### config.mk
export PLATFORM = sky130hd
export DESIGN_NAME = aig_regs
export DESIGN_NICKNAME = d
export VERILOG_FILES = /design/src/hw/aig_pkg.sv /design/src/hw/aig_regs.sv
export SDC_FILE = /design/constraint.sdc
export NUM_CORES = 1
export LEC_CHECK = 0
export BUFFER_PORTS_ARGS = -buffer_cell sky130_fd_sc_hd__buf_4
export CAP_MARGIN = 20
export CORE_MARGIN = 2
export CORE_UTILIZATION = 53
export DETAILED_ROUTE_END_ITERATION = 10
export GPL_ROUTABILITY_DRIVEN = 0
export HOLD_SLACK_MARGIN = 0.06
export PLACE_DENSITY = 0.74
export SLEW_MARGIN = 20
export SYNTH_ARGS = -nofsm -noshare
export SYNTH_HDL_FRONTEND = slang
export SYNTH_SLANG_ARGS = --single-unit
### constraint.sdc
create_clock -name clock -period 6.7 [get_ports clock]
set_input_delay 1.675 -clock clock [delete_from_list [all_inputs] [get_ports clock]]
set_output_delay 1.675 -clock clock [all_outputs]
set_load 0.005 [all_outputs]
### src/hw/aig_pkg.sv
// Register map, field positions and reset values for the audio input gain control registers.
package aig_pkg;
	localparam int ADDR_W = 12;
	localparam logic [11:0] OFS_CNT_LO = 12'hb28;
	localparam logic [11:0] OFS_CNT_HI = 12'hb29;
	localparam logic [11:0] OFS_FILL_MODE = 12'hb2c;
	localparam logic [11:0] OFS_WORD_B0 = 12'hb30;
	localparam logic [11:0] OFS_WORD_B1 = 12'hb31;
	localparam logic [11:0] OFS_WORD_B2 = 12'hb32;
	localparam logic [11:0] OFS_WORD_B3 = 12'hb33;
	localparam logic [11:0] OFS_CONV_OPT = 12'hb35;
	localparam logic [11:0] OFS_CAL_MUL = 12'hb36;
	localparam logic [11:0] OFS_CAL_BIAS = 12'hb37;
	localparam logic [11:0] OFS_FILTER = 12'hb40;
	localparam logic [11:0] OFS_LVL_L = 12'hb41;
	localparam logic [11:0] OFS_LVL_R = 12'hb42;
	localparam logic [11:0] OFS_MAX_GAIN = 12'hb43;
	localparam logic [11:0] OFS_HI_TGT = 12'hb44;
	localparam logic [11:0] OFS_LO_TGT = 12'hb46;
	localparam logic [11:0] OFS_NOISE = 12'hb48;
	localparam logic [11:0] OFS_GSTAT_L = 12'hb4d;
	localparam logic [11:0] OFS_GSTAT_R = 12'hb4e;
	localparam logic [11:0] OFS_TICK_LO = 12'hb50;
	localparam logic [11:0] OFS_TICK_HI = 12'hb51;
	localparam logic [11:0] OFS_MODE = 12'hb54;
	localparam logic [11:0] OFS_COEF = 12'hb55;
	localparam logic [11:0] OFS_MASK_CNT = 12'hb56;
	localparam logic [11:0] OFS_RISE_RATE = 12'hb57;
	localparam logic [11:0] OFS_RISE_MAX = 12'hb58;
	localparam logic [11:0] OFS_FALL_RATE = 12'hb59;
	localparam logic [11:0] OFS_FALL_MAX = 12'hb5a;
	localparam logic [11:0] OFS_NFALL_RATE = 12'hb5b;
	localparam logic [11:0] OFS_NFALL_MAX = 12'hb5c;
	localparam logic [11:0] OFS_AMP_A = 12'hb5e;
	localparam logic [11:0] OFS_AMP_B = 12'hb5f;
	localparam logic [11:0] OFS_JUDGE = 12'hb60;
	localparam logic [11:0] OFS_TGT_L = 12'hb61;
	localparam logic [11:0] OFS_VAL_L = 12'hb62;
	localparam logic [11:0] OFS_FIX = 12'hb63;
	localparam logic [11:0] OFS_SWAP = 12'hb64;
	localparam logic [11:0] OFS_TGT_R = 12'hb65;
	localparam logic [11:0] OFS_VAL_R = 12'hb66;
	// Reset values.
	localparam logic [7:0] RST_ZERO = 8'h00;
	localparam logic [7:0] RST_CONV_OPT = 8'h09;
	localparam logic [7:0] RST_FILTER = 8'hfb;
	localparam logic [7:0] RST_LVL = 8'h20;
	localparam logic [7:0] RST_MAX_GAIN = 8'h33;
	localparam logic [7:0] RST_HI_TGT = 8'h60;
	localparam logic [7:0] RST_LO_TGT = 8'h40;
	localparam logic [7:0] RST_NOISE = 8'h02;
	localparam logic [7:0] RST_TICK_HI = 8'h02;
	localparam logic [7:0] RST_MODE = 8'h0a;
	localparam logic [7:0] RST_COEF = 8'hfa;
	localparam logic [7:0] RST_RISE_RATE = 8'h0a;
	localparam logic [7:0] RST_RISE_MAX = 8'h03;
	localparam logic [7:0] RST_FALL_RATE = 8'h08;
	localparam logic [7:0] RST_FALL_MAX = 8'h06;
	localparam logic [7:0] RST_NFALL = 8'h06;
	localparam logic [7:0] RST_JUDGE = 8'h40;
	localparam logic [7:0] RST_FIX = 8'h80;
	// Field positions.
	localparam int BIT_MANUAL_FILL = 0;
	localparam int BIT_SWAP_IN = 4;
	localparam int BIT_AUTO = 7;
	localparam int BIT_MUTE = 7;
	localparam int BIT_FIX_EN = 7;
	localparam int BIT_SWAP_AMP = 0;
	localparam int BIT_ANALOG = 0;
	localparam int BIT_IIR_CLR = 3;
	localparam int BIT_HPF_BYP = 4;
	localparam int BIT_LVL_BYP = 5;
	localparam int BIT_LPF_BYP = 6;
	localparam logic [6:0] GAIN_ZERO = 7'h00;
	localparam logic [3:0] MASK_ZERO = 4'h0;
	localparam logic [15:0] TICK_ONE = 16'h0001;
endpackage : aig_pkg

### src/hw/aig_regs.sv
// Audio input gain control register bank with the automatic amplifier gain stepper.
// What this block does
// RL1: Fill mode bit selects automatic or manual fill.
// RL2: Four byte writes build one manual word.
// RL3: Sixteen-bit word count readable as two bytes.
// RL4: Option bit four swaps input channels.
// RL5: Holds converter options, multiplier and bias.
// RL6: Filter bits bypass stages, tune, double downsample.
// RL7: Per-channel bit seven picks auto level control.
// RL8: Manual gain low six; auto minimum seven.
// RL9: Auto gain never exceeds the maximum limit.
// RL10: Targets coded dB: fraction bit, integer bits.
// RL11: Status reads gain in auto, volume manual.
// RL12: Sixteen-bit tick period paces peak tracking.
// RL13: Mode bits and smoothing coefficient register.
// RL14: Samples masked after each gain change.
// RL15: Gain rises at rate, capped per tick.
// RL16: Gain falls at rate, capped per tick.
// RL17: Noise uses its own fall rate and cap.
// RL18: Current amplifier gain readable in auto mode.
// RL19: Judge speed, manual targets with done flags.
// RL20: Value register reads value, mute writes mute.
// RL21: Fix enable applies the programmed fixed gain.
// RL22: Swap bit exchanges amplifier channels.
// RL23: Software clears analog and auto for digital manual.
// RL24: Settings act on the next processed sample; the gain limit, fix, swap and mute act without waiting for a sample.
//
// The strobed register port was left to the implementer.
`timescale 1ns/1ns
module aig_regs (
	input wire logic clock,
	input wire logic rst_n,
	input wire logic [11:0] regAddr,
	input wire logic [7:0] regWrData,
	input wire logic regWrite,
	input wire logic regRead,
	output logic [7:0] regRdData,
	input wire logic [15:0] fifoCount,
	output logic manualFill,
	output logic [31:0] manualWord,
	output logic manualWordValid,
	output logic [7:0] converterOptions,
	output logic [7:0] calMultiplier,
	output logic [7:0] calBias,
	output logic [7:0] filterControl,
	output logic [7:0] levelSettingLeft,
	output logic [7:0] levelSettingRight,
	output logic [7:0] volumeTargets,
	output logic [7:0] modeEnables,
	output logic [7:0] smoothingCoef,
	output logic [15:0] tickPeriod,
	output logic [7:0] judgeSpeed,
	input wire logic sampleStrobe,
	input wire logic peakHigh,
	input wire logic peakLow,
	input wire logic peakNoise,
	input wire logic [7:0] volumeLeft,
	input wire logic [7:0] volumeRight,
	input wire logic [1:0] judgeDone,
	input wire logic [6:0] manualValueLeft,
	input wire logic [6:0] manualValueRight,
	output logic [6:0] ampGainLeft,
	output logic [6:0] ampGainRight,
	output logic ampMuteLeft,
	output logic ampMuteRight,
	output logic sampleMask
);

	// Plain software-written control bytes, one flip-flop group per register.
	logic [7:0] fillMode_r, fillMode_nxt, conv_r, conv_nxt, mul_r, mul_nxt, bias_r, bias_nxt;
	logic [7:0] filt_r, filt_nxt, lvlL_r, lvlL_nxt, lvlR_r, lvlR_nxt, maxG_r, maxG_nxt;
	logic [7:0] hiT_r, hiT_nxt, loT_r, loT_nxt, noise_r, noise_nxt, tLo_r, tLo_nxt;
	logic [7:0] tHi_r, tHi_nxt, mode_r, mode_nxt, coef_r, coef_nxt, mskN_r, mskN_nxt;
	logic [7:0] rRate_r, rRate_nxt, rMax_r, rMax_nxt, fRate_r, fRate_nxt, fMax_r, fMax_nxt;
	logic [7:0] nRate_r, nRate_nxt, nMax_r, nMax_nxt, judge_r, judge_nxt, tgtL_r, tgtL_nxt;
	logic [7:0] tgtR_r, tgtR_nxt, fix_r, fix_nxt, swap_r, swap_nxt;
	logic muteL_r, muteL_nxt, muteR_r, muteR_nxt;
	logic [31:0] word_r, word_nxt;
	logic wordValid_r, wordValid_nxt;
	logic [7:0] rd_r, rd_nxt;

	// Returns true when the address equals the given offset; callers gate it with the write strobe.
	function automatic logic hit(input logic [11:0] a, input logic [11:0] ofs);
		hit = (a == ofs);
	endfunction : hit

	// Replaces a byte when the write hits its offset, otherwise holds it.
	function automatic logic [7:0] upd(input logic wr, input logic [11:0] a,
		input logic [11:0] ofs, input logic [7:0] d, input logic [7:0] old);
		upd = (wr && hit(a, ofs)) ? d : old;
	endfunction : upd

	// Register writes; in manual fill the manual word goes out when its top byte lands.
	always_comb begin
		fillMode_nxt = upd(regWrite, regAddr, aig_pkg::OFS_FILL_MODE, regWrData, fillMode_r); // [RL1]
		conv_nxt = upd(regWrite, regAddr, aig_pkg::OFS_CONV_OPT, regWrData, conv_r); // [RL5]
		mul_nxt = upd(regWrite, regAddr, aig_pkg::OFS_CAL_MUL, regWrData, mul_r);
		bias_nxt = upd(regWrite, regAddr, aig_pkg::OFS_CAL_BIAS, regWrData, bias_r);
		filt_nxt = upd(regWrite, regAddr, aig_pkg::OFS_FILTER, regWrData, filt_r); // [RL6]
		lvlL_nxt = upd(regWrite, regAddr, aig_pkg::OFS_LVL_L, regWrData, lvlL_r); // [RL7]
		lvlR_nxt = upd(regWrite, regAddr, aig_pkg::OFS_LVL_R, regWrData, lvlR_r);
		maxG_nxt = upd(regWrite, regAddr, aig_pkg::OFS_MAX_GAIN, regWrData, maxG_r);
		hiT_nxt = upd(regWrite, regAddr, aig_pkg::OFS_HI_TGT, regWrData, hiT_r); // [RL10]
		loT_nxt = upd(regWrite, regAddr, aig_pkg::OFS_LO_TGT, regWrData, loT_r);
		noise_nxt = upd(regWrite, regAddr, aig_pkg::OFS_NOISE, regWrData, noise_r);
		tLo_nxt = upd(regWrite, regAddr, aig_pkg::OFS_TICK_LO, regWrData, tLo_r); // [RL12]
		tHi_nxt = upd(regWrite, regAddr, aig_pkg::OFS_TICK_HI, regWrData, tHi_r);
		mode_nxt = upd(regWrite, regAddr, aig_pkg::OFS_MODE, regWrData, mode_r); // [RL13]
		coef_nxt = upd(regWrite, regAddr, aig_pkg::OFS_COEF, regWrData, coef_r);
		mskN_nxt = upd(regWrite, regAddr, aig_pkg::OFS_MASK_CNT, regWrData, mskN_r);
		rRate_nxt = upd(regWrite, regAddr, aig_pkg::OFS_RISE_RATE, regWrData, rRate_r);
		rMax_nxt = upd(regWrite, regAddr, aig_pkg::OFS_RISE_MAX, regWrData, rMax_r);
		fRate_nxt = upd(regWrite, regAddr, aig_pkg::OFS_FALL_RATE, regWrData, fRate_r);
		fMax_nxt = upd(regWrite, regAddr, aig_pkg::OFS_FALL_MAX, regWrData, fMax_r);
		nRate_nxt = upd(regWrite, regAddr, aig_pkg::OFS_NFALL_RATE, regWrData, nRate_r);
		nMax_nxt = upd(regWrite, regAddr, aig_pkg::OFS_NFALL_MAX, regWrData, nMax_r);
		judge_nxt = upd(regWrite, regAddr, aig_pkg::OFS_JUDGE, regWrData, judge_r); // [RL19]
		tgtL_nxt = upd(regWrite, regAddr, aig_pkg::OFS_TGT_L, regWrData, tgtL_r);
		tgtR_nxt = upd(regWrite, regAddr, aig_pkg::OFS_TGT_R, regWrData, tgtR_r);
		fix_nxt = upd(regWrite, regAddr, aig_pkg::OFS_FIX, regWrData, fix_r);
		swap_nxt = upd(regWrite, regAddr, aig_pkg::OFS_SWAP, regWrData, swap_r);
		muteL_nxt = muteL_r;
		muteR_nxt = muteR_r;
		if (regWrite && hit(regAddr, aig_pkg::OFS_VAL_L)) begin
			muteL_nxt = regWrData[aig_pkg::BIT_MUTE]; // [RL20]
		end
		if (regWrite && hit(regAddr, aig_pkg::OFS_VAL_R)) begin
			muteR_nxt = regWrData[aig_pkg::BIT_MUTE]; // [RL20]
		end
		word_nxt = word_r;
		wordValid_nxt = 1'b0;
		if (regWrite && hit(regAddr, aig_pkg::OFS_WORD_B0)) begin
			word_nxt[7:0] = regWrData; // [RL2]
		end
		if (regWrite && hit(regAddr, aig_pkg::OFS_WORD_B1)) begin
			word_nxt[15:8] = regWrData; // [RL2]
		end
		if (regWrite && hit(regAddr, aig_pkg::OFS_WORD_B2)) begin
			word_nxt[23:16] = regWrData; // [RL2]
		end
		if (regWrite && hit(regAddr, aig_pkg::OFS_WORD_B3)) begin
			word_nxt[31:24] = regWrData; // [RL2]
			// Words written while in automatic fill are held but never pushed.
			wordValid_nxt = fillMode_r[aig_pkg::BIT_MANUAL_FILL]; // [RL1]
		end
	end

	// Automatic level control state: gain and step per channel; tick, rate and mask counters shared.
	logic [6:0] gainL_r, gainL_nxt, gainR_r, gainR_nxt;
	logic [15:0] tick_r, tick_nxt;
	logic [7:0] rateCnt_r, rateCnt_nxt;
	logic [6:0] stepL_r, stepL_nxt, stepR_r, stepR_nxt;
	logic [3:0] mask_r, mask_nxt;
	logic autoL, autoR, rateHit, changed, newTick;
	logic [7:0] rateSel;

	// One gain step toward the targets, bounded by limits and per-tick budget.
	function automatic logic [6:0] stepGain(input logic [6:0] g, input logic [6:0] step,
		input logic hi, input logic lo, input logic nz, input logic [6:0] minG,
		input logic [6:0] maxG, input logic [6:0] rMax, input logic [6:0] fMax,
		input logic [6:0] nMax);
		stepGain = g;
		if (hi || nz) begin
			if (g > minG && step < (nz ? nMax : fMax)) begin
				stepGain = g - 7'h01; // [RL16] [RL17]
			end
		end else if (lo) begin
			if (g < maxG && step < rMax) begin
				stepGain = g + 7'h01; // [RL15] [RL9]
			end
		end
	endfunction : stepGain

	// Gain stepping runs on processed samples so register writes apply next sample.
	always_comb begin
		autoL = lvlL_r[aig_pkg::BIT_AUTO]; // [RL7]
		autoR = lvlR_r[aig_pkg::BIT_AUTO];
		rateSel = peakNoise ? nRate_r : (peakHigh ? fRate_r : rRate_r); // [RL17]
		rateHit = sampleStrobe && (rateCnt_r >= rateSel);
		// The wrap sample opens a new tick cycle, so its step is charged to the new budget.
		newTick = sampleStrobe && (tick_r >= {tHi_r, tLo_r}); // [RL12]
		tick_nxt = tick_r;
		rateCnt_nxt = rateCnt_r;
		stepL_nxt = newTick ? aig_pkg::GAIN_ZERO : stepL_r;
		stepR_nxt = newTick ? aig_pkg::GAIN_ZERO : stepR_r;
		gainL_nxt = gainL_r;
		gainR_nxt = gainR_r;
		mask_nxt = mask_r;
		if (sampleStrobe) begin // [RL24]
			rateCnt_nxt = rateHit ? 8'h00 : rateCnt_r + 8'h01;
			if (mask_r != aig_pkg::MASK_ZERO) begin
				mask_nxt = mask_r - 4'h1; // [RL14]
			end
			tick_nxt = newTick ? 16'h0000 : tick_r + aig_pkg::TICK_ONE; // [RL12]
		end
		if (rateHit && autoL) begin
			gainL_nxt = stepGain(gainL_r, stepL_nxt, peakHigh, peakLow, peakNoise, lvlL_r[6:0],
				maxG_r[6:0], rMax_r[6:0], fMax_r[6:0], nMax_r[6:0]); // [RL8] [RL9]
		end
		if (rateHit && autoR) begin
			gainR_nxt = stepGain(gainR_r, stepR_nxt, peakHigh, peakLow, peakNoise, lvlR_r[6:0],
				maxG_r[6:0], rMax_r[6:0], fMax_r[6:0], nMax_r[6:0]);
		end
		// A limit lowered by software pulls the gain back under it at once.
		if (gainL_nxt > maxG_r[6:0]) begin
			gainL_nxt = maxG_r[6:0]; // [RL9]
		end
		if (gainR_nxt > maxG_r[6:0]) begin
			gainR_nxt = maxG_r[6:0];
		end
		if (gainL_nxt != gainL_r) begin
			stepL_nxt = stepL_nxt + 7'h01; // [RL15] [RL16]
		end
		if (gainR_nxt != gainR_r) begin
			stepR_nxt = stepR_nxt + 7'h01;
		end
		changed = (gainL_nxt != gainL_r) || (gainR_nxt != gainR_r);
		if (changed) begin
			mask_nxt = mskN_r[3:0]; // [RL14]
		end
	end

	// Read mux; status bytes show the value current at the read strobe.
	always_comb begin
		rd_nxt = 8'h00;
		if (regRead) begin
			case (regAddr)
				aig_pkg::OFS_CNT_LO: rd_nxt = fifoCount[7:0]; // [RL3]
				aig_pkg::OFS_CNT_HI: rd_nxt = fifoCount[15:8]; // [RL3]
				aig_pkg::OFS_FILL_MODE: rd_nxt = fillMode_r;
				aig_pkg::OFS_CONV_OPT: rd_nxt = conv_r;
				aig_pkg::OFS_CAL_MUL: rd_nxt = mul_r;
				aig_pkg::OFS_CAL_BIAS: rd_nxt = bias_r;
				aig_pkg::OFS_FILTER: rd_nxt = filt_r;
				aig_pkg::OFS_LVL_L: rd_nxt = lvlL_r;
				aig_pkg::OFS_LVL_R: rd_nxt = lvlR_r;
				aig_pkg::OFS_MAX_GAIN: rd_nxt = maxG_r;
				aig_pkg::OFS_HI_TGT: rd_nxt = hiT_r;
				aig_pkg::OFS_LO_TGT: rd_nxt = loT_r;
				aig_pkg::OFS_NOISE: rd_nxt = noise_r;
				aig_pkg::OFS_GSTAT_L: rd_nxt = autoL ? {1'b0, gainL_r} : volumeLeft; // [RL11]
				aig_pkg::OFS_GSTAT_R: rd_nxt = autoR ? {1'b0, gainR_r} : volumeRight; // [RL11]
				aig_pkg::OFS_TICK_LO: rd_nxt = tLo_r;
				aig_pkg::OFS_TICK_HI: rd_nxt = tHi_r;
				aig_pkg::OFS_MODE: rd_nxt = mode_r;
				aig_pkg::OFS_COEF: rd_nxt = coef_r;
				aig_pkg::OFS_MASK_CNT: rd_nxt = mskN_r;
				aig_pkg::OFS_RISE_RATE: rd_nxt = rRate_r;
				aig_pkg::OFS_RISE_MAX: rd_nxt = rMax_r;
				aig_pkg::OFS_FALL_RATE: rd_nxt = fRate_r;
				aig_pkg::OFS_FALL_MAX: rd_nxt = fMax_r;
				aig_pkg::OFS_NFALL_RATE: rd_nxt = nRate_r;
				aig_pkg::OFS_NFALL_MAX: rd_nxt = nMax_r;
				aig_pkg::OFS_AMP_A: rd_nxt = {1'b0, gainL_r}; // [RL18]
				aig_pkg::OFS_AMP_B: rd_nxt = {1'b0, gainR_r}; // [RL18]
				aig_pkg::OFS_JUDGE: rd_nxt = judge_r;
				aig_pkg::OFS_TGT_L: rd_nxt = {judgeDone[0], tgtL_r[6:0]}; // [RL19]
				aig_pkg::OFS_TGT_R: rd_nxt = {judgeDone[1], tgtR_r[6:0]}; // [RL19]
				aig_pkg::OFS_VAL_L: rd_nxt = {muteL_r, manualValueLeft}; // [RL20]
				aig_pkg::OFS_VAL_R: rd_nxt = {muteR_r, manualValueRight}; // [RL20]
				aig_pkg::OFS_FIX: rd_nxt = fix_r;
				aig_pkg::OFS_SWAP: rd_nxt = swap_r;
				default: rd_nxt = 8'h00;
			endcase
		end
	end

	// All register state; reset takes constants only.
	always_ff @(posedge clock or negedge rst_n) begin
		if (!rst_n) begin
			fillMode_r <= aig_pkg::RST_ZERO;
			conv_r <= aig_pkg::RST_CONV_OPT;
			mul_r <= aig_pkg::RST_ZERO;
			bias_r <= aig_pkg::RST_ZERO;
			filt_r <= aig_pkg::RST_FILTER;
			lvlL_r <= aig_pkg::RST_LVL;
			lvlR_r <= aig_pkg::RST_LVL;
			maxG_r <= aig_pkg::RST_MAX_GAIN;
			hiT_r <= aig_pkg::RST_HI_TGT;
			loT_r <= aig_pkg::RST_LO_TGT;
			noise_r <= aig_pkg::RST_NOISE;
			tLo_r <= aig_pkg::RST_ZERO;
			tHi_r <= aig_pkg::RST_TICK_HI;
			mode_r <= aig_pkg::RST_MODE;
			coef_r <= aig_pkg::RST_COEF;
			mskN_r <= aig_pkg::RST_ZERO;
			rRate_r <= aig_pkg::RST_RISE_RATE;
			rMax_r <= aig_pkg::RST_RISE_MAX;
			fRate_r <= aig_pkg::RST_FALL_RATE;
			fMax_r <= aig_pkg::RST_FALL_MAX;
			nRate_r <= aig_pkg::RST_NFALL;
			nMax_r <= aig_pkg::RST_NFALL;
			judge_r <= aig_pkg::RST_JUDGE;
			tgtL_r <= aig_pkg::RST_ZERO;
			tgtR_r <= aig_pkg::RST_ZERO;
			fix_r <= aig_pkg::RST_FIX;
			swap_r <= aig_pkg::RST_ZERO;
			muteL_r <= 1'b0;
			muteR_r <= 1'b0;
			word_r <= 32'h0000_0000;
			wordValid_r <= 1'b0;
			rd_r <= 8'h00;
			gainL_r <= aig_pkg::GAIN_ZERO;
			gainR_r <= aig_pkg::GAIN_ZERO;
			tick_r <= 16'h0000;
			rateCnt_r <= 8'h00;
			stepL_r <= aig_pkg::GAIN_ZERO;
			stepR_r <= aig_pkg::GAIN_ZERO;
			mask_r <= aig_pkg::MASK_ZERO;
		end else begin
			fillMode_r <= fillMode_nxt;
			conv_r <= conv_nxt;
			mul_r <= mul_nxt;
			bias_r <= bias_nxt;
			filt_r <= filt_nxt;
			lvlL_r <= lvlL_nxt;
			lvlR_r <= lvlR_nxt;
			maxG_r <= maxG_nxt;
			hiT_r <= hiT_nxt;
			loT_r <= loT_nxt;
			noise_r <= noise_nxt;
			tLo_r <= tLo_nxt;
			tHi_r <= tHi_nxt;
			mode_r <= mode_nxt;
			coef_r <= coef_nxt;
			mskN_r <= mskN_nxt;
			rRate_r <= rRate_nxt;
			rMax_r <= rMax_nxt;
			fRate_r <= fRate_nxt;
			fMax_r <= fMax_nxt;
			nRate_r <= nRate_nxt;
			nMax_r <= nMax_nxt;
			judge_r <= judge_nxt;
			tgtL_r <= tgtL_nxt;
			tgtR_r <= tgtR_nxt;
			fix_r <= fix_nxt;
			swap_r <= swap_nxt;
			muteL_r <= muteL_nxt;
			muteR_r <= muteR_nxt;
			word_r <= word_nxt;
			wordValid_r <= wordValid_nxt;
			rd_r <= rd_nxt;
			gainL_r <= gainL_nxt;
			gainR_r <= gainR_nxt;
			tick_r <= tick_nxt;
			rateCnt_r <= rateCnt_nxt;
			stepL_r <= stepL_nxt;
			stepR_r <= stepR_nxt;
			mask_r <= mask_nxt;
		end
	end

	// Outputs; the fixed gain overrides stepping, and swap crosses the channels.
	logic [6:0] effL, effR;
	logic swapAmp;
	always_comb begin
		effL = fix_r[aig_pkg::BIT_FIX_EN] ? fix_r[6:0] : gainL_r; // [RL21]
		effR = fix_r[aig_pkg::BIT_FIX_EN] ? fix_r[6:0] : gainR_r; // [RL21]
		swapAmp = swap_r[aig_pkg::BIT_SWAP_AMP];
	end
	assign ampGainLeft = swapAmp ? effR : effL; // [RL22]
	assign ampGainRight = swapAmp ? effL : effR; // [RL22]
	assign ampMuteLeft = swapAmp ? muteR_r : muteL_r;
	assign ampMuteRight = swapAmp ? muteL_r : muteR_r;
	assign sampleMask = (mask_r != aig_pkg::MASK_ZERO); // [RL14]
	assign regRdData = rd_r;
	assign manualFill = fillMode_r[aig_pkg::BIT_MANUAL_FILL]; // [RL1]
	assign manualWord = word_r;
	assign manualWordValid = wordValid_r;
	assign converterOptions = conv_r; // [RL4]
	assign calMultiplier = mul_r;
	assign calBias = bias_r;
	assign filterControl = filt_r; // [RL6]
	assign levelSettingLeft = lvlL_r;
	assign levelSettingRight = lvlR_r;
	assign volumeTargets = hiT_r ^ loT_r ^ noise_r;
	assign modeEnables = mode_r;
	assign smoothingCoef = coef_r;
	assign tickPeriod = {tHi_r, tLo_r};
	assign judgeSpeed = judge_r;

endmodule : aig_regs

==> run_results.csv, run 1 <==
group,metric,value,unit
status,status,"finished, final reports clean",
route,drt-total-wl,62000,um
critical_path,worstPathRequired,7100,ps
sta,timing.hold.ws,506,ps
place,portBuffers,230,
sta,drv_slew,0,
critical_path,slowest_stage,"dfstp_2",
power_and_ir_drop,leakagePower,10.3,nW
grt,grt_first_pass_wirelength,92900,um
final_layout,drive_gt1_share,37.3,%
route,antenna_left,0,
floorplanning,core_area,32600,um2
logic_synthesis,syn_nets,1757,
route,num_vias,15385,
sta,finalCriticalPeriod,6630,ps
route,vias_per_cell,6.62,
power_and_ir_drop,p_sw_share,26.8,%
power_and_ir_drop,combPwrFrac,13.7,%
clock_network,cts_tree,"done",
power_and_ir_drop,power_density,208,nW/um2
critical_path,critPathArrivalTime,7030,ps
final_layout,nets,2017,
power_and_ir_drop,peakVddDrop,0.000205,V
power_and_ir_drop,internal_power,3.27,mW
grt,grt_max_degree,159,
clock_network,cts_num_sinks,313,
floorplanning,start_util,54.0,%
critical_path,r2r_setup_slack,70,ps
logic_synthesis,yosysWarnings,0,
floorplanning,die_w,186,um
floorplanning,io_pins,231,
final_layout,largest_reg_flops,32,
sta,fmax,151,MHz
grt,track_usage,35.7,%
critical_path,rr_endpoint,"stepL_r[3]",
critical_path,startpoint_type,"flip-flop",
final_layout,insertedDiodeCount,0,
clock_network,clock_latency,520,ps
power_and_ir_drop,switching_power,1.20,mW
logic_synthesis,yosysUniqueCellTypes,76,
logic_synthesis,syn_avg_cell_area,11.0,um2
critical_path,reg2reg_from,"tHi_r[1]",
logic_synthesis,synth_area,17600,um2
floorplanning,dieArea,34700,um2
critical_path,endpoint,"stepL_r[3]",
sta,slew_headroom,20.9,%
sta,period_share,98.9,%
critical_path,path_max_fanout,8,
critical_path,endpoint_kind,"flip-flop",
grt,grt_pass1_vias,15349,
power_and_ir_drop,p_clk_share,42.2,%
route,drtPass1Iterations,6,
clock_network,cts_buffers,35,
clock_network,max-clock-path-buffers,3,
floorplanning,die_y,186,um
place,place_ws,-93.8,ps
logic_synthesis,seq_area_frac_synth,44.8,%
route,drt_iter0_drc,1790,
logic_synthesis,synth_edf_count,0,
sta,post-route-worst-setup-slack,71.1,ps
grt,grt_overflow,0,
critical_path,r2r_cells,27,
power_and_ir_drop,p_seq_share,44.1,%
grt,grt_antenna_before_repair,0,
logic_synthesis,postSynth.asyncResetShare,100,%
logic_synthesis,ys.flop_type,"dfrtp_1",
clock_network,clk_pin_slew_worst_paths,60,ps
sta,hold_viol,0,
final_layout,final_util,65.7,%
sta,setup_violations,0,
logic_synthesis,synth-seq-cells,313,
flow_run,drv_cap,0,
floorplanning,num_rows,66,
clock_network,cts_root_buf,"clkbuf_16",
place,post-dp-hpwl,44000,um
route,post-route-drc-count,0,
logic_synthesis,postSynthCellCount,1598,
critical_path,cpPeakStageDelay,530,ps
critical_path,cp-startpoint,"tHi_r[1]",
critical_path,cp_top_family,"compound AO/OA/AOI/OAI gates",
worst_hold_path,min_path_type,"reg2reg",
sta,worst_slew_pin_slew,1180,ps
critical_path,critical_path_buf_inv_count,4,
clock_network,cts-htree-levels,2,
critical_path,crit_cells,27,
final_layout,syn2layout_area_growth,21.8,%
sta,skew,8.92,ps
route,wl_per_cell,26.7,um
clock_network,postCtsHoldBufs,0,
critical_path,critPathKind,"reg2reg",
-- logic make-up (layout without fill, tap and decap cells) --
logic type,Yosys count,in the layout,synth area share [%]
AO/OA/AOI/OAI,304,304,13.1
XOR/XNOR,65,65,3.23
adder cells (fa/ha/maj),87,87,6.13
buffers and inverters,129,413,2.79
flip-flops,313,313,44.8
multiplexers,295,295,18.7
AND/OR/NAND/NOR,405,405,11.2
-- per-layer routing --
metal	share of wire (%)	wire, um	track usage (%)
met1	39	23900	46.9
met2	45	28200	55.5
met3	10	6430	8.02
met4	5.7	3520	18.7
met5	0	0	0.286
-- area by class of cell --
type                    instances  area, um2
inverters                      58        218
fillers                      2485      11200
multi-input cells            1156       9440
well taps                     442        553
repair buffers                294       2230
flip-flops and latches        313       7880
clock buffers                  51       1020
clock inverters                10       85.1
-- cell usage in the layout (no fill, tap or decap), types with 12 or more instances in the layout --
cell / n
a211oi_1: 15
a21o_1: 19
a21oi_1: 36
a221oi_1: 29
a222oi_1: 22
a22o_1: 24
a22oi_1: 45
buf_4: 290
clkbuf_16: 35
dfrtp_1: 272
dfstp_2: 41
ha_1: 83
inv_1: 58
mux2_2: 264
mux2i_1: 23
nand2_1: 92
nand3_1: 43
nand4_1: 29
nor2_1: 117
nor2b_1: 26
nor3_1: 19
nor4_1: 12
o21ai_0: 28
xnor2_1: 40
xor2_1: 22
-- stage by stage --
stage               power (mW)  instances  area [um2]  TNS, ps
floorplan                 2.31       1598       17600        0
global placement          2.54       2252       20100        0
detailed placement        2.56       2252       20100     -767
CTS                       4.42       2313       21200        0
global route              4.60       2324       21400    -1070
finish                    4.47       2324       21400        0
-- power by group through the flow --
stage	clock (mW)	combinational, mW	sequential (mW)
after floorplan	0	0.326	1.98
after global placement	0	0.541	2.00
after detailed placement	0	0.556	2.00
after CTS	1.89	0.559	1.97
after global routing	1.97	0.662	1.97
final	1.89	0.612	1.97
-- synth_stat cells, drive strengths merged, types with 29 or more instances --
master	instances	share of area [%]
a21oi	44	1.3
a221oi	31	1.5
a22oi	45	1.9
clkbuf	66	1.4
dfrtp	272	39
dfstp	41	6.1
ha	83	5.9
inv	58	1.2
mux2	272	17
nand2	92	2.0
nand3	45	1.3
nand4	29	1.0
nor2	117	2.5
o21ai	38	1.1
xnor2	43	2.1
-- worst min path at each step --
stage | cells past startpoint | slack, ps | to | start
2_1_floorplan | 1 | 480 | swap_r[6] | swap_r[6]
3_3_place_gp | 1 | 490 | tgtR_r[5] | tgtR_r[5]
3_5_place_dp | 1 | 490 | mskN_r[6] | mskN_r[6]
4_1_cts | 1 | 510 | tgtL_r[4] | tgtL_r[4]
5_1_grt | 1 | 510 | mskN_r[5] | mskN_r[5]
6_report | 1 | 510 | fillMode_r[2] | fillMode_r[2]
-- repair_timing --
| action | CTS | global route |
|---|---|---|
| pin swaps | 1 | 15 |
| endpoints found under the hold margin | 0 | 0 |
| buffers inserted | 0 | 11 |
| setup endpoints to repair | 10 | 16 |
| gates resized for setup | 4 | 35 |
Power figures use the tool's default switching activity.
==> run 2, diff against run 1 <==
--- a/config.mk
+++ b/config.mk
@@ -5,6 +5,7 @@
 export SDC_FILE = /design/constraint.sdc
 export NUM_CORES = 1
 export LEC_CHECK = 0
+export ABC_AREA = 1
 export BUFFER_PORTS_ARGS = -buffer_cell sky130_fd_sc_hd__buf_4
 export CAP_MARGIN = 20
 export CORE_MARGIN = 2
==> run 2 against run 1 <==
Global-route usage is 0.33 points lower. Fmax is 6.4% higher. Via count is 16% higher. Combinational power is 40% higher. Wire length is 2.2% higher. Total power is 10% higher. Clock power is 8% higher. Sequential share of layout area is 0.29 points lower. Final cell count is 31% higher. Utilization is 1.6 points lower. Non-clock buffer count is 35 lower. Critical path depth is 6 higher. Critical endpoint is now mask_r[3]. Largest cell class unchanged. Largest power group is now clock. Highest routed layer unchanged.
==> run_results.csv, run 2 <==
group,metric,value,unit
status,status,"finished, final reports clean",
clock_network,clock_latency,540,ps
logic_synthesis,syn_avg_cell_area,7.71,um2
clock_network,postCtsHoldBufs,0,
sta,finalCriticalPeriod,6230,ps
logic_synthesis,synth_top_area_share,37.3,%
logic_synthesis,postSynth.asyncResetShare,100,%
clock_network,cts-htree-levels,2,
critical_path,endpoint_kind,"flip-flop",
power_and_ir_drop,power_density,227,nW/um2
route,drtPass1Iterations,6,
sta,timing.hold.ws,482,ps
clock_network,max-clock-path-buffers,3,
floorplanning,core_area,33700,um2
power_and_ir_drop,leakagePower,10.3,nW
clock_network,cts_root_buf,"clkbuf_16",
final_layout,nets,2726,
logic_synthesis,synth_top_family_by_area,"simple AND/OR/NAND/NOR gates",
floorplanning,num_rows,67,
final_layout,regArea,7880,um2
grt,grt_antenna_before_repair,0,
final_layout,layout_commonest_cell,"nand2_1",
route,wl_per_cell,20.8,um
logic_synthesis,synth_area_leaders,"dfrtp_1 (37%), nand2_1 (12%), o21ai_0 (9.6%)",
route,drt-total-wl,63400,um
place,post-dp-hpwl,46900,um
power_and_ir_drop,combPwrFrac,17.4,%
logic_synthesis,synth_area,18200,um2
logic_synthesis,yosysWarnings,0,
power_and_ir_drop,switching_power,1.46,mW
route,num_vias,17855,
floorplanning,start_util,54.1,%
route,vias_per_cell,5.87,
critical_path,slowest_stage,"inv_1",
final_layout,largest_reg_flops,32,
final_layout,insertedDiodeCount,0,
sta,skew,15.0,ps
critical_path,path_max_fanout,20,
clock_network,cts_buffers,36,
grt,grt_first_pass_wirelength,98200,um
sta,drv_slew,0,
final_layout,nFillCells,2952,
logic_synthesis,seq_area_frac_synth,43.3,%
sta,setup_violations,0,
critical_path,cpPeakStageDelay,440,ps
logic_synthesis,synth-simple-area-share,22.8,%
logic_synthesis,yosys.area_share.xor_xnor,2.21,%
sta,period_share,93.0,%
route,post-route-drc-count,0,
route,drt_iter0_drc,2158,
grt,grt_pass1_vias,17196,
sta,fmax,161,MHz
logic_synthesis,syn_nets,2524,
worst_hold_path,min_path_type,"reg2reg",
floorplanning,die_y,189,um
final_layout,syn2layout_area_growth,18.5,%
clock_network,cts_num_sinks,313,
critical_path,startpoint_type,"input port",
logic_synthesis,synth_fa_ha_area_share,5.70,%
floorplanning,die_w,189,um
critical_path,critical_path_buf_inv_count,7,
grt,track_usage,35.4,%
critical_path,worstPathRequired,7120,ps
grt,grt_overflow,0,
sta,rsz0062_at_grt,"no",
logic_synthesis,ys.flop_type,"dfrtp_1",
route,antenna_left,0,
final_layout,multiInputGateArea,8820,um2
logic_synthesis,synth_edf_count,0,
power_and_ir_drop,p_clk_share,41.6,%
logic_synthesis,synth-seq-cells,313,
power_and_ir_drop,internal_power,3.45,mW
floorplanning,dieArea,35900,um2
floorplanning,io_pins,231,
logic_synthesis,synth-compound-area-share,17.2,%
critical_path,cp_top_family,"simple AND/OR/NAND/NOR gates",
flow_run,drv_cap,0,
power_and_ir_drop,p_seq_share,41.0,%
power_and_ir_drop,p_sw_share,29.7,%
logic_synthesis,synth.largest_area_cell,"dfrtp_1",
critical_path,critPathArrivalTime,6650,ps
sta,final.setup.tns,0,ps
logic_synthesis,yosysMostFrequentCell,"nand2_1",
clock_network,clk_pin_slew_worst_paths,60,ps
clock_network,cts_tree,"done",
logic_synthesis,yosysUniqueCellTypes,57,
place,portBuffers,230,
final_layout,drive_gt1_share,15.9,%
final_layout,final_cell_mix,"nand2_1 (601), o21ai_0 (349), inv_1 (290)",
sta,worst_slew_pin_slew,1100,ps
logic_synthesis,synth_mux_area_share,0.439,%
power_and_ir_drop,peakVddDrop,0.000171,V
final_layout,final_util,64.1,%
grt,grt_max_degree,136,
critical_path,crit_path_frequent_cell,"nand2_1",
logic_synthesis,postSynthCellCount,2365,
sta,slew_headroom,25.0,%
logic_synthesis,ys_top_cells_by_count,"nand2_1 (602), o21ai_0 (349), inv_1 (292), dfrtp_1 (272), nor2_1 (117)",
critical_path,critPathKind,"in2reg",
sta,hold_viol,0,
## run 2: area by class of cell
cell class	instances	area share [%]
multi-input cells	1657	40.8
inverters	300	5.23
clock inverters	15	0.794
repair buffers	259	9.19
clock buffers	49	4.87
well taps	448	2.59
flip-flops and latches	313	36.5
## run 2: through the flow
step	total power, mW	setup slack (ps)	cell area (um2)	std cells
floorplan	2.59	262	18200	2365
global route	5.10	34.2	21600	3041
finish	4.91	470	21600	3041
CTS	4.91	571	21600	3040
global placement	2.84	353	20300	2976
detailed placement	2.87	17.3	20300	2976
## run 2: power groups by stage
stage / clock (mW) / combinational (mW) / sequential (mW)
3_5_place_dp: 0 / 0.830 / 2.04
5_1_grt: 2.13 / 0.956 / 2.02
3_3_place_gp: 0 / 0.802 / 2.04
4_1_cts: 2.06 / 0.837 / 2.01
6_report: 2.04 / 0.856 / 2.01
2_1_floorplan: 0 / 0.570 / 2.02
## run 2: tightest hold or removal path, delay by kind of cell, from the launching register on
kind / cells / cell delay (ps)
flops: 1 / 340
simple gates: 1 / 50
compound gates: 1 / 50
## run 2: metal layers
layer  share of wire (%)  vias up  global-route usage, %  wire [um]
met5                   0        -                      0          0
met4                 5.0        0                   16.4       3190
met3                  10      207                   8.40       6500
met2                  45      975                   55.5      28500
met1                  40     8395                   46.6      25200
li1                    -     8278                      -          -
## run 2: logic make-up after synthesis
| family | after synthesis |
|---|---|
| AND/OR/NAND/NOR | 961 |
| AO/OA/AOI/OAI | 559 |
| buffers and inverters | 395 |
| flip-flops | 313 |
| adder cells (fa/ha/maj) | 83 |
| XOR/XNOR | 46 |
| multiplexers | 8 |
## run 2: worst paths after layout
check                                to  depth (start not counted)  slack, ps       start
setup / recovery              mask_r[3]                         33        470   peakNoise
hold / removal               rRate_r[6]                          2        480  rRate_r[6]
setup reg to reg             stepR_r[5]                         35        600    tHi_r[1]
hold reg to reg              rRate_r[6]                          2        480  rRate_r[6]
max in group asynchronous    rRate_r[2]                          3       4200       rst_n
min in group asynchronous  regRdData[6]                          1       1000       rst_n
## run 2: timing repair
item,CTS,global route
setup endpoints to repair,0,5
buffers inserted,0,0
gates resized for setup,0,2
